### config.mk
export PLATFORM = sky130hd
export DESIGN_NAME = tcc_top
export DESIGN_NICKNAME = d
export VERILOG_FILES = /design/src/tcc_pkg.sv /design/src/tcc_presc.sv /design/src/tcc_edge.sv /design/src/tcc_top.sv
export SDC_FILE = /design/constraint.sdc
export NUM_CORES = 1
export LEC_CHECK = 0
export ABC_AREA = 1
export ABC_CLOCK_PERIOD_IN_PS = 2100
export BUFFER_PORTS_ARGS = -buffer_cell sky130_fd_sc_hd__buf_2
export CAP_MARGIN = 20
export CORE_MARGIN = 2
export CORE_UTILIZATION = 45
export CTS_CLUSTER_SIZE = 12
export DETAILED_ROUTE_END_ITERATION = 10
export MAX_ROUTING_LAYER = met4
export PLACE_DENSITY_LB_ADDON = 0.05
export SLEW_MARGIN = 20
export SYNTH_ARGS = -nofsm -noshare
export SYNTH_HDL_FRONTEND = slang
export SYNTH_SLANG_ARGS = --single-unit
### constraint.sdc
create_clock -name pclk -period 2.1 [get_ports pclk]
set_clock_uncertainty 0.2 [all_clocks]
set_input_delay 0.315 -clock pclk [delete_from_list [all_inputs] [get_ports pclk]]
set_output_delay 0.315 -clock pclk [all_outputs]
set_load 0.01 [all_outputs]
### src/tcc_pkg.sv
// Package: register map, field layout and constants of the 16-bit capture/compare timer
package tcc_pkg;
	// ==========================================
	// Register offsets (byte addresses)
	localparam logic [7:0] OFS_MODE = 8'h00;
	localparam logic [7:0] OFS_CCCTRL = 8'h04;
	localparam logic [7:0] OFS_PRESC = 8'h08;
	localparam logic [7:0] OFS_COUNT = 8'h0c;
	localparam logic [7:0] OFS_CCFIRST = 8'h10;
	localparam logic [7:0] OFS_CCSECOND = 8'h14;
	localparam logic [7:0] OFS_IRQ_STAT = 8'h18;
	localparam logic [7:0] OFS_IRQ_MASK = 8'h1c;
	localparam logic [7:0] OFS_PINCFG = 8'h20;
	// ==========================================
	// Field positions
	localparam int OPM_LO = 2;
	localparam int OPM_HI = 3;
	localparam int CC0_CMP = 0;
	localparam int CC0_REV = 1;
	localparam int CC1_CMP = 2;
	localparam int EDG0_LO = 0;
	localparam int EDG1_LO = 2;
	localparam int EDG_W = 2;
	// ==========================================
	// Values after reset, and the edge-input clock select
	localparam logic [1:0] OPM_STOP = 2'h0;
	localparam logic [1:0] CLKSEL_EDGE = 2'h3;
	localparam logic [3:0] MODE_RST = 4'h0;
	localparam logic [2:0] CCCTRL_RST = 3'h0;
	localparam logic [7:0] PRESC_RST = 8'h00;
	localparam logic [2:0] IRQ_MASK_RST = 3'h7;
	localparam logic [15:0] CNT_RST = 16'h0000;
	// ==========================================
	// Edge select encodings
	localparam logic [1:0] EDG_FALL = 2'h0;
	localparam logic [1:0] EDG_RISE = 2'h1;
	localparam logic [1:0] EDG_NONE = 2'h2;
	localparam logic [1:0] EDG_BOTH = 2'h3;
	// Prescaler divide exponents for select 00..10
	localparam logic [3:0] DIV_EXP0 = 4'h0;
	localparam logic [3:0] DIV_EXP1 = 4'h2;
	localparam logic [3:0] DIV_EXP2 = 4'h8;
	// Interrupt status bits
	localparam int IRQ_CC0 = 0;
	localparam int IRQ_CC1 = 1;
	localparam int IRQ_OVF = 2;

	typedef struct packed {
		logic [1:0] opm;
		logic cc0_cmp;
		logic cc0_rev;
		logic cc1_cmp;
		logic [1:0] clksel;
		logic [1:0] edge0;
		logic [1:0] edge1;
		logic pin_is_out;
	} tcc_cfg_s;

	typedef enum logic [2:0] {
		ST_STOP = 3'b001,
		ST_FIRST = 3'b010,
		ST_RUN = 3'b100
	} tcc_run_e;
endpackage

### src/tcc_presc.sv
// Prescaler: produces the one-cycle count-clock enable
`timescale 1ns/1ps
module tcc_presc
	import tcc_pkg::*;
#(
	parameter int W = 16
) (
	// Clock and reset
	input wire logic pclk,
	input wire logic presetn,
	// Control
	input wire logic run,
	input wire logic [1:0] sel,
	input wire logic ext_tick,
	// Enable out
	output logic tick
);
	logic [W-1:0] div_r;
	logic [3:0] exp_w;

	always_comb begin
		case (sel)
			2'h0: exp_w = DIV_EXP0;
			2'h1: exp_w = DIV_EXP1;
			default: exp_w = DIV_EXP2;
		endcase
	end

	always_ff @(posedge pclk or negedge presetn) begin
		if (!presetn) begin
			div_r <= '0;
		end else if (!run) begin
			div_r <= '0;
		end else begin
			div_r <= div_r + 1'b1;
		end
	end

	// Counter enable from divider, or edge input when select is 11
	always_comb begin
		if (!run) begin
			tick = 1'b0;
		end else if (sel == CLKSEL_EDGE) begin
			tick = ext_tick;
		end else if (exp_w == 4'h0) begin
			tick = 1'b1;
		end else begin
			tick = ((div_r & ((W'(1) << exp_w) - W'(1))) == '0);
		end
	end
endmodule

### src/tcc_edge.sv
// Edge detector for one external edge input with first-enable rising detection
`timescale 1ns/1ps
module tcc_edge
	import tcc_pkg::*;
(
	// Clock and reset
	input wire logic pclk,
	input wire logic presetn,
	// Control
	input wire logic run,
	input wire logic first_en,
	input wire logic [1:0] sel,
	// Pin
	input wire logic pin,
	// Events
	output logic valid,
	output logic opposite
);
	logic prev_r;
	logic rise_w;
	logic fall_w;

	// On the very first enable the previous level is seen as low
	always_ff @(posedge pclk or negedge presetn) begin
		if (!presetn) begin
			prev_r <= 1'b0;
		end else if (run || first_en) begin
			prev_r <= pin;
		end
	end

	assign rise_w = run && pin && !prev_r;
	assign fall_w = run && !pin && prev_r;

	always_comb begin
		case (sel)
			EDG_FALL: begin
				valid = fall_w;
				opposite = rise_w;
			end
			EDG_RISE: begin
				valid = rise_w;
				opposite = fall_w;
			end
			EDG_BOTH: begin
				valid = rise_w || fall_w;
				opposite = 1'b0;
			end
			default: begin
				valid = 1'b0;
				opposite = 1'b0;
			end
		endcase
	end
endmodule

### src/tcc_top.sv
// Top: 16-bit timer with two capture/compare registers and an APB slave
//
// Decided for this implementation: the register offsets and the APB interface to the registers.
`timescale 1ns/1ps
// Function
// - Shared pin carries second edge input or timer output, selected by config.
// - Stopping in the same cycle as a capture leaves the capture undefined.
// - First register keeps a captured value until device reset.
// - Reading the count has no side effect; no load of second register.
// - First register in compare mode ignores all capture triggers.
// - Second register in compare mode ignores all capture triggers.
// - Opposite-phase capture into first register raises no interrupt.
// - Then a second-input edge does not capture; raises first-register interrupt.
// - Non-zero operating mode starts the counter; 00 stops it.
// - First enable with input high and rising edge detects a rising edge.
module tcc_top
	import tcc_pkg::*;
#(
	parameter int CNT_W = 16
) (
	// APB
	input wire logic pclk,
	input wire logic presetn,
	input wire logic psel,
	input wire logic penable,
	input wire logic pwrite,
	input wire logic [7:0] paddr,
	input wire logic [31:0] pwdata,
	output logic [31:0] prdata,
	output logic pready,
	output logic pslverr,
	// Edge inputs
	input wire logic edge_input_first,
	input wire logic shared_port_pin_in,
	// Shared pin drive
	output logic shared_port_pin_out,
	output logic shared_port_pin_oe,
	// Interrupt
	output logic irq
);
	// ==========================================
	// Registers
	logic [3:0] timer_mode_control_reg;
	logic [2:0] capture_compare_ctrl_reg;
	logic [7:0] prescaler_mode_reg;
	logic [4:0] pincfg_r;
	logic [CNT_W-1:0] timer_count_value;
	logic [CNT_W-1:0] capture_compare_first;
	logic [CNT_W-1:0] capture_compare_second;
	logic [2:0] irq_stat_r;
	logic [2:0] irq_mask_r;
	logic toggle_r;
	tcc_run_e run_r;
	tcc_cfg_s cfg;

	logic wr_w;
	logic rd_w;
	logic run_w;
	logic tick_w;
	logic v0_w;
	logic o0_w;
	logic v1_w;
	logic o1_w;
	logic edge_input_second;
	logic cap0_w;
	logic cap1_w;
	logic ext_irq_w;
	logic m0_w;
	logic m1_w;
	logic ovf_w;
	logic [2:0] ev_w;

	function automatic logic hit(input logic [7:0] a, input logic [7:0] o);
		hit = (a == o);
	endfunction

	assign cfg.opm = timer_mode_control_reg[OPM_HI:OPM_LO];
	assign cfg.cc0_cmp = capture_compare_ctrl_reg[CC0_CMP];
	assign cfg.cc0_rev = capture_compare_ctrl_reg[CC0_REV];
	assign cfg.cc1_cmp = capture_compare_ctrl_reg[CC1_CMP];
	assign cfg.clksel = prescaler_mode_reg[1:0];
	assign cfg.edge0 = prescaler_mode_reg[4+EDG0_LO +: EDG_W];
	assign cfg.edge1 = prescaler_mode_reg[4+EDG1_LO +: EDG_W];
	assign cfg.pin_is_out = pincfg_r[0];

	assign wr_w = psel && penable && pwrite;
	assign rd_w = psel && penable && !pwrite;

	// ==========================================
	// Run control
	assign run_w = (cfg.opm != OPM_STOP);

	always_ff @(posedge pclk or negedge presetn) begin
		if (!presetn) begin
			run_r <= ST_STOP;
		end else begin
			case (run_r)
				ST_STOP: run_r <= run_w ? ST_FIRST : ST_STOP;
				ST_FIRST: run_r <= run_w ? ST_RUN : ST_STOP;
				ST_RUN: run_r <= run_w ? ST_RUN : ST_STOP;
				default: run_r <= ST_STOP;
			endcase
		end
	end

	// First enable ever: edge prev level held low until then
	logic ever_r;
	always_ff @(posedge pclk or negedge presetn) begin
		if (!presetn) begin
			ever_r <= 1'b0;
		end else if (run_w) begin
			ever_r <= 1'b1;
		end
	end

	// ==========================================
	// Pin mux and edges
	assign edge_input_second = cfg.pin_is_out ? 1'b0 : shared_port_pin_in;

	tcc_edge u_edge0 (
		.pclk(pclk),
		.presetn(presetn),
		.run(run_w),
		.first_en(ever_r),
		.sel(cfg.edge0),
		.pin(edge_input_first),
		.valid(v0_w),
		.opposite(o0_w)
	);

	tcc_edge u_edge1 (
		.pclk(pclk),
		.presetn(presetn),
		.run(run_w),
		.first_en(ever_r),
		.sel(cfg.edge1),
		.pin(edge_input_second),
		.valid(v1_w),
		.opposite(o1_w)
	);

	tcc_presc #(.W(CNT_W)) u_presc (
		.pclk(pclk),
		.presetn(presetn),
		.run(run_w),
		.sel(cfg.clksel),
		.ext_tick(v0_w),
		.tick(tick_w)
	);

	// ==========================================
	// Counter
	assign ovf_w = tick_w && (timer_count_value == {CNT_W{1'b1}});

	always_ff @(posedge pclk or negedge presetn) begin
		if (!presetn) begin
			timer_count_value <= CNT_RST;
		end else if (!run_w) begin
			timer_count_value <= CNT_RST;
		end else if (tick_w) begin
			timer_count_value <= timer_count_value + 1'b1;
		end
	end

	// ==========================================
	// Capture triggers
	// Reverse phase: first register captures on opposite edge of first input
	assign cap0_w = run_w && !cfg.cc0_cmp && (cfg.cc0_rev ? o0_w : v1_w)
		&& (cfg.clksel != CLKSEL_EDGE);
	assign cap1_w = run_w && !cfg.cc1_cmp && v0_w && (cfg.clksel != CLKSEL_EDGE);
	assign ext_irq_w = run_w && !cfg.cc0_cmp && cfg.cc0_rev && v1_w;
	assign m0_w = run_w && cfg.cc0_cmp && tick_w && (timer_count_value == capture_compare_first);
	assign m1_w = run_w && cfg.cc1_cmp && tick_w && (timer_count_value == capture_compare_second);

	// First register: capture, or software write while in compare mode
	always_ff @(posedge pclk or negedge presetn) begin
		if (!presetn) begin
			capture_compare_first <= CNT_RST;
		end else if (cap0_w) begin
			capture_compare_first <= timer_count_value;
		end else if (wr_w && hit(paddr, OFS_CCFIRST) && cfg.cc0_cmp) begin
			capture_compare_first <= pwdata[CNT_W-1:0];
		end
	end

	// Second register: reading the count never loads it
	always_ff @(posedge pclk or negedge presetn) begin
		if (!presetn) begin
			capture_compare_second <= CNT_RST;
		end else if (cap1_w) begin
			capture_compare_second <= timer_count_value;
		end else if (wr_w && hit(paddr, OFS_CCSECOND) && cfg.cc1_cmp) begin
			capture_compare_second <= pwdata[CNT_W-1:0];
		end
	end

	// ==========================================
	// Interrupt status (set wins over read-clear)
	assign ev_w[IRQ_CC0] = (cap0_w && !cfg.cc0_rev) || ext_irq_w || m0_w;
	assign ev_w[IRQ_CC1] = cap1_w || m1_w;
	assign ev_w[IRQ_OVF] = ovf_w;

	always_ff @(posedge pclk or negedge presetn) begin
		if (!presetn) begin
			irq_stat_r <= '0;
		end else if (rd_w && hit(paddr, OFS_IRQ_STAT)) begin
			irq_stat_r <= ev_w;
		end else begin
			irq_stat_r <= irq_stat_r | ev_w;
		end
	end

	always_ff @(posedge pclk or negedge presetn) begin
		if (!presetn) begin
			irq <= 1'b0;
		end else begin
			irq <= |((irq_stat_r | ev_w) & ~irq_mask_r & ~((rd_w && hit(paddr, OFS_IRQ_STAT))
				? irq_stat_r : 3'h0));
		end
	end

	// ==========================================
	// Timer output on shared pin, toggles on second-register match
	always_ff @(posedge pclk or negedge presetn) begin
		if (!presetn) begin
			toggle_r <= 1'b0;
		end else if (!run_w) begin
			toggle_r <= 1'b0;
		end else if (m1_w) begin
			toggle_r <= ~toggle_r;
		end
	end

	always_ff @(posedge pclk or negedge presetn) begin
		if (!presetn) begin
			shared_port_pin_out <= 1'b0;
			shared_port_pin_oe <= 1'b0;
		end else begin
			shared_port_pin_out <= cfg.pin_is_out & toggle_r;
			shared_port_pin_oe <= cfg.pin_is_out;
		end
	end

	// ==========================================
	// Register writes
	always_ff @(posedge pclk or negedge presetn) begin
		if (!presetn) begin
			timer_mode_control_reg <= MODE_RST;
			capture_compare_ctrl_reg <= CCCTRL_RST;
			prescaler_mode_reg <= PRESC_RST;
			irq_mask_r <= IRQ_MASK_RST;
			pincfg_r <= '0;
		end else if (wr_w) begin
			if (hit(paddr, OFS_MODE)) begin
				timer_mode_control_reg <= pwdata[3:0];
			end
			if (hit(paddr, OFS_CCCTRL)) begin
				capture_compare_ctrl_reg <= pwdata[2:0];
			end
			if (hit(paddr, OFS_PRESC)) begin
				prescaler_mode_reg <= pwdata[7:0];
			end
			if (hit(paddr, OFS_IRQ_MASK)) begin
				irq_mask_r <= pwdata[2:0];
			end
			if (hit(paddr, OFS_PINCFG)) begin
				pincfg_r <= pwdata[4:0];
			end
		end
	end

	// ==========================================
	// APB read and answer: no wait states
	always_ff @(posedge pclk or negedge presetn) begin
		if (!presetn) begin
			pready <= 1'b0;
			pslverr <= 1'b0;
			prdata <= '0;
		end else if (psel && !penable) begin
			pready <= 1'b1;
			pslverr <= !(hit(paddr, OFS_MODE) || hit(paddr, OFS_CCCTRL) || hit(paddr, OFS_PRESC)
				|| hit(paddr, OFS_COUNT) || hit(paddr, OFS_CCFIRST) || hit(paddr, OFS_CCSECOND)
				|| hit(paddr, OFS_IRQ_STAT) || hit(paddr, OFS_IRQ_MASK) || hit(paddr, OFS_PINCFG));
			case (paddr)
				OFS_MODE: prdata <= {28'h0, timer_mode_control_reg};
				OFS_CCCTRL: prdata <= {29'h0, capture_compare_ctrl_reg};
				OFS_PRESC: prdata <= {24'h0, prescaler_mode_reg};
				OFS_COUNT: prdata <= {{(32-CNT_W){1'b0}}, timer_count_value};
				OFS_CCFIRST: prdata <= {{(32-CNT_W){1'b0}}, capture_compare_first};
				OFS_CCSECOND: prdata <= {{(32-CNT_W){1'b0}}, capture_compare_second};
				OFS_IRQ_STAT: prdata <= {29'h0, irq_stat_r | ev_w};
				OFS_IRQ_MASK: prdata <= {29'h0, irq_mask_r};
				OFS_PINCFG: prdata <= {27'h0, pincfg_r};
				default: prdata <= 32'h0;
			endcase
		end else begin
			pready <= 1'b0;
			pslverr <= 1'b0;
		end
	end
endmodule

==> impl_metrics.csv <==
group,metric,value,unit
sta,max_freq,510,MHz
worst_setup_path,start_kind,"flop",
grt,antenna_found_initial,0,
pwr,ir_drop,300,uV
worst_setup_path,cp-end-kind,"flop",
sta,fin_setup_tns,0,ps
clocking,tritoncts,"yes",
logic_synthesis,yosysUniqueCellTypes,48,
grt,grt_pass1_wl,28.9,mm
logic_synthesis,synth_edf_count,0,
pwr,p_switching,1010,uW
finish,stdcell_count,1059,
logic_synthesis,synth_warnings,0,
logic_synthesis,async_flop_share,100,%
floorplanning,core-area,0.0131,sq mm
floorplanning,die_area,0.0143,sq mm
worst_hold_path,worstHoldPathType,"in -> reg",
sta,hold_viol,0,
clocking,clock_latency,360,ps
worst_hold_path,hp-start,"pwdata[9]",
place,place_congestion,0.935,
finish,syn_to_final_growth,17.8,%
clocking,cts.sinks,107,
clocking,cts_max_path_buffers,2,
run,drv_cap,0,
worst_setup_path,worstSetupPathType,"reg -> reg",
sta,rsz0062_at_grt,"true",
grt,grt_max_degree,42,
place,dpl_cell_area,0.00675,sq mm
worst_setup_path,r2r-start,"timer_count_value[2]",
pwr,seq_power_share,51.4,%
pwr,p_int,3160,uW
worst_setup_path,cp_max_fo,5,
place,dp_hpwl,13.5,mm
grt,grt-ovfl-total,0,
finish,fin_util,54.1,%
sta,setup_viol_count_final,0,
place,post-place-ws,49.4,ps
place,io_buffer_count,51,
floorplanning,rows,42,
logic_synthesis,synthFlopType,"dfrtp_1",
clocking,clkSlewWorstSetupHoldPaths,70,ps
pwr,leakage,0.00345,uW
worst_setup_path,cp.arrival,2050,ps
detailed_routing,viasPerCell,5.41,
pwr,switching_share,24.2,%
sta,period_share,93.3,%
pwr,clkPwrFrac,41.4,%
grt,grt_usage,27.0,%
floorplanning,die_height,120,microns
detailed_routing,drcViolationCount,0,
logic_synthesis,yosysSeqAreaShare,44.5,%
detailed_routing,postRouteAntennaNets,0,
outcome,status,"finished clean",
detailed_routing,num_vias,5734,
pwr,power_density,587,mW/mm^2
logic_synthesis,synthCells,785,
finish,antenna_cells,0,
place,place_inst,1040,
clocking,cts_max_level,3,
detailed_routing,drt_wl_total,18.0,mm
finish,drive_above_1_share,21.2,%
floorplanning,io_pins,84,
pwr,power_frac_comb,7.2,%
sta,fin_crit,1960,ps
detailed_routing,drt_iter0_markers,567,
sta,slew_violations,0,
clocking,cts_made_buffers,9,
detailed_routing,dr.pass1.iters,6,
grt,grt_pass1_vias,5421,
worst_setup_path,crit_start,"timer_count_value[2]",
finish,nFillCells,1301,
worst_setup_path,crit_required,2190,ps
floorplanning,initial_core_util,45.9,%
sta,fin_ws,140,ps
detailed_routing,wl_per_cell,17.0,microns
clocking,root_buffer,"clkbuf_16",
finish,finalInstanceArea,0.00710,sq mm
logic_synthesis,ys_ff_latch,107,
finish,nets,928,
logic_synthesis,synth_area_per_cell,7.68,sq um
logic_synthesis,synth.cell_area,0.00603,sq mm
floorplanning,die_x,120,microns
power groups by stage:
stage	logic, uW	clock network [uW]	registers [uW]
3_3_place_gp	291	0	2180
2_1_floorplan	175	0	2180
3_5_place_dp	295	0	2180
5_1_grt	340	1830	2150
6_report	298	1730	2140
4_1_cts	302	1750	2140
cells by family after synthesis:
family,after synthesis,share of synthesized area [%]
DFF,107,44.5
muxes,1,0.187
adders and majority gates,2,0.415
other,1,0.0622
AOI/OAI and AO/OA,159,15.6
buffers and inverters,139,10.3
and+or+nand+nor,372,28.3
xor gates and xnor gates,4,0.581
stage by stage:
step	power [uW]	hold WS (ps)
2_1_floorplan	2350	-181
3_3_place_gp	2470	99.1
3_5_place_dp	2480	102
4_1_cts	4190	0.130
5_1_grt	4320	4.22
6_report	4170	0.834
cells in the mapped netlist, types with 10 or more instances:
master | instances | area (sq um)
nand2_1 | 223 | 837
dfrtp_1 | 104 | 2600
inv_1 | 78 | 293
nor2_1 | 68 | 255
o21ai_0 | 60 | 300
a21oi_1 | 28 | 140
o22ai_1 | 26 | 163
buf_4 | 21 | 158
inv_2 | 17 | 63.8
nand3_1 | 16 | 80.1
o221ai_1 | 16 | 140
nor3_1 | 15 | 75.1
nand4_1 | 13 | 81.3
buf_2 | 10 | 50.1
o21ai_1 | 10 | 50.1
cell type report:
type / instances / area [sq um] / share of cell area (%)
Tap cell: 176 / 220 / 3.10
Clock buffer: 10 / 239 / 3.37
Inverter: 98 / 368 / 5.18
Multi-Input combinational cell: 554 / 2790 / 39.3
Sequential cell: 107 / 2690 / 37.9
Timing Repair Buffer: 109 / 738 / 10.4
Clock inverter: 5 / 53.8 / 0.758
metal layers:
| layer | vias to the layer above | wire, microns | GRT usage [%] |
|---|---|---|---|
| met5 | - | 0 | - |
| met4 | 0 | 304 | 8.31 |
| met3 | 23 | 1510 | 4.13 |
| met2 | 247 | 8120 | 41.3 |
| met1 | 2730 | 8050 | 37.3 |
| li1 | 2734 | - | - |
worst max-delay path, stage by stage, from the launching register on:
cell and delay [ps]:
dfrtp_1 460, inv_1 80, buf_4 180, nor3_2 160, nand2_1 160, nor2_8 180
nand2_4 70, nor2_4 130, nand3_2 80, nand2_1 60, nand2_1 40, nor2_1 80
final timing paths:
kind / endpoint / slack, ps / depth (start not counted)
min in group asynchronous: irq_stat_r[0] / 260 / 2
setup reg to reg: timer_count_value[13] / 140 / 11
max in group asynchronous: timer_count_value[6] / 830 / 3
setup / recovery: timer_count_value[13] / 140 / 11
hold / removal: capture_compare_first[9] / 0.8 / 3
hold reg to reg: prdata[2] / 280 / 2
what timing repair did:
action	CTS	global route
setup endpoints to repair	0	16
hold buffers	3	0
buffers inserted	0	1
gates resized for setup	0	12
hold endpoints to repair	29	0
layout by cell type (no fill, tap or decap), types with 4 or more instances in the layout:
master,count
inv_1,78
buf_4,53
o21ai_1,10
clkbuf_16,9
nor2_1,67
nor3_2,4
nand4_1,13
o2111ai_1,6
dfrtp_2,9
nor3_1,15
o221ai_1,16
conb_1,16
nand3_1,16
nand2_2,4
nor2_2,5
o21ai_0,60
nor2_4,7
o22ai_1,26
a21oi_1,28
dfrtp_1,95
a31oi_1,4
nand3_2,5
inv_2,17
buf_2,50
nand2_1,222
Power figures use the tool's default switching activity.
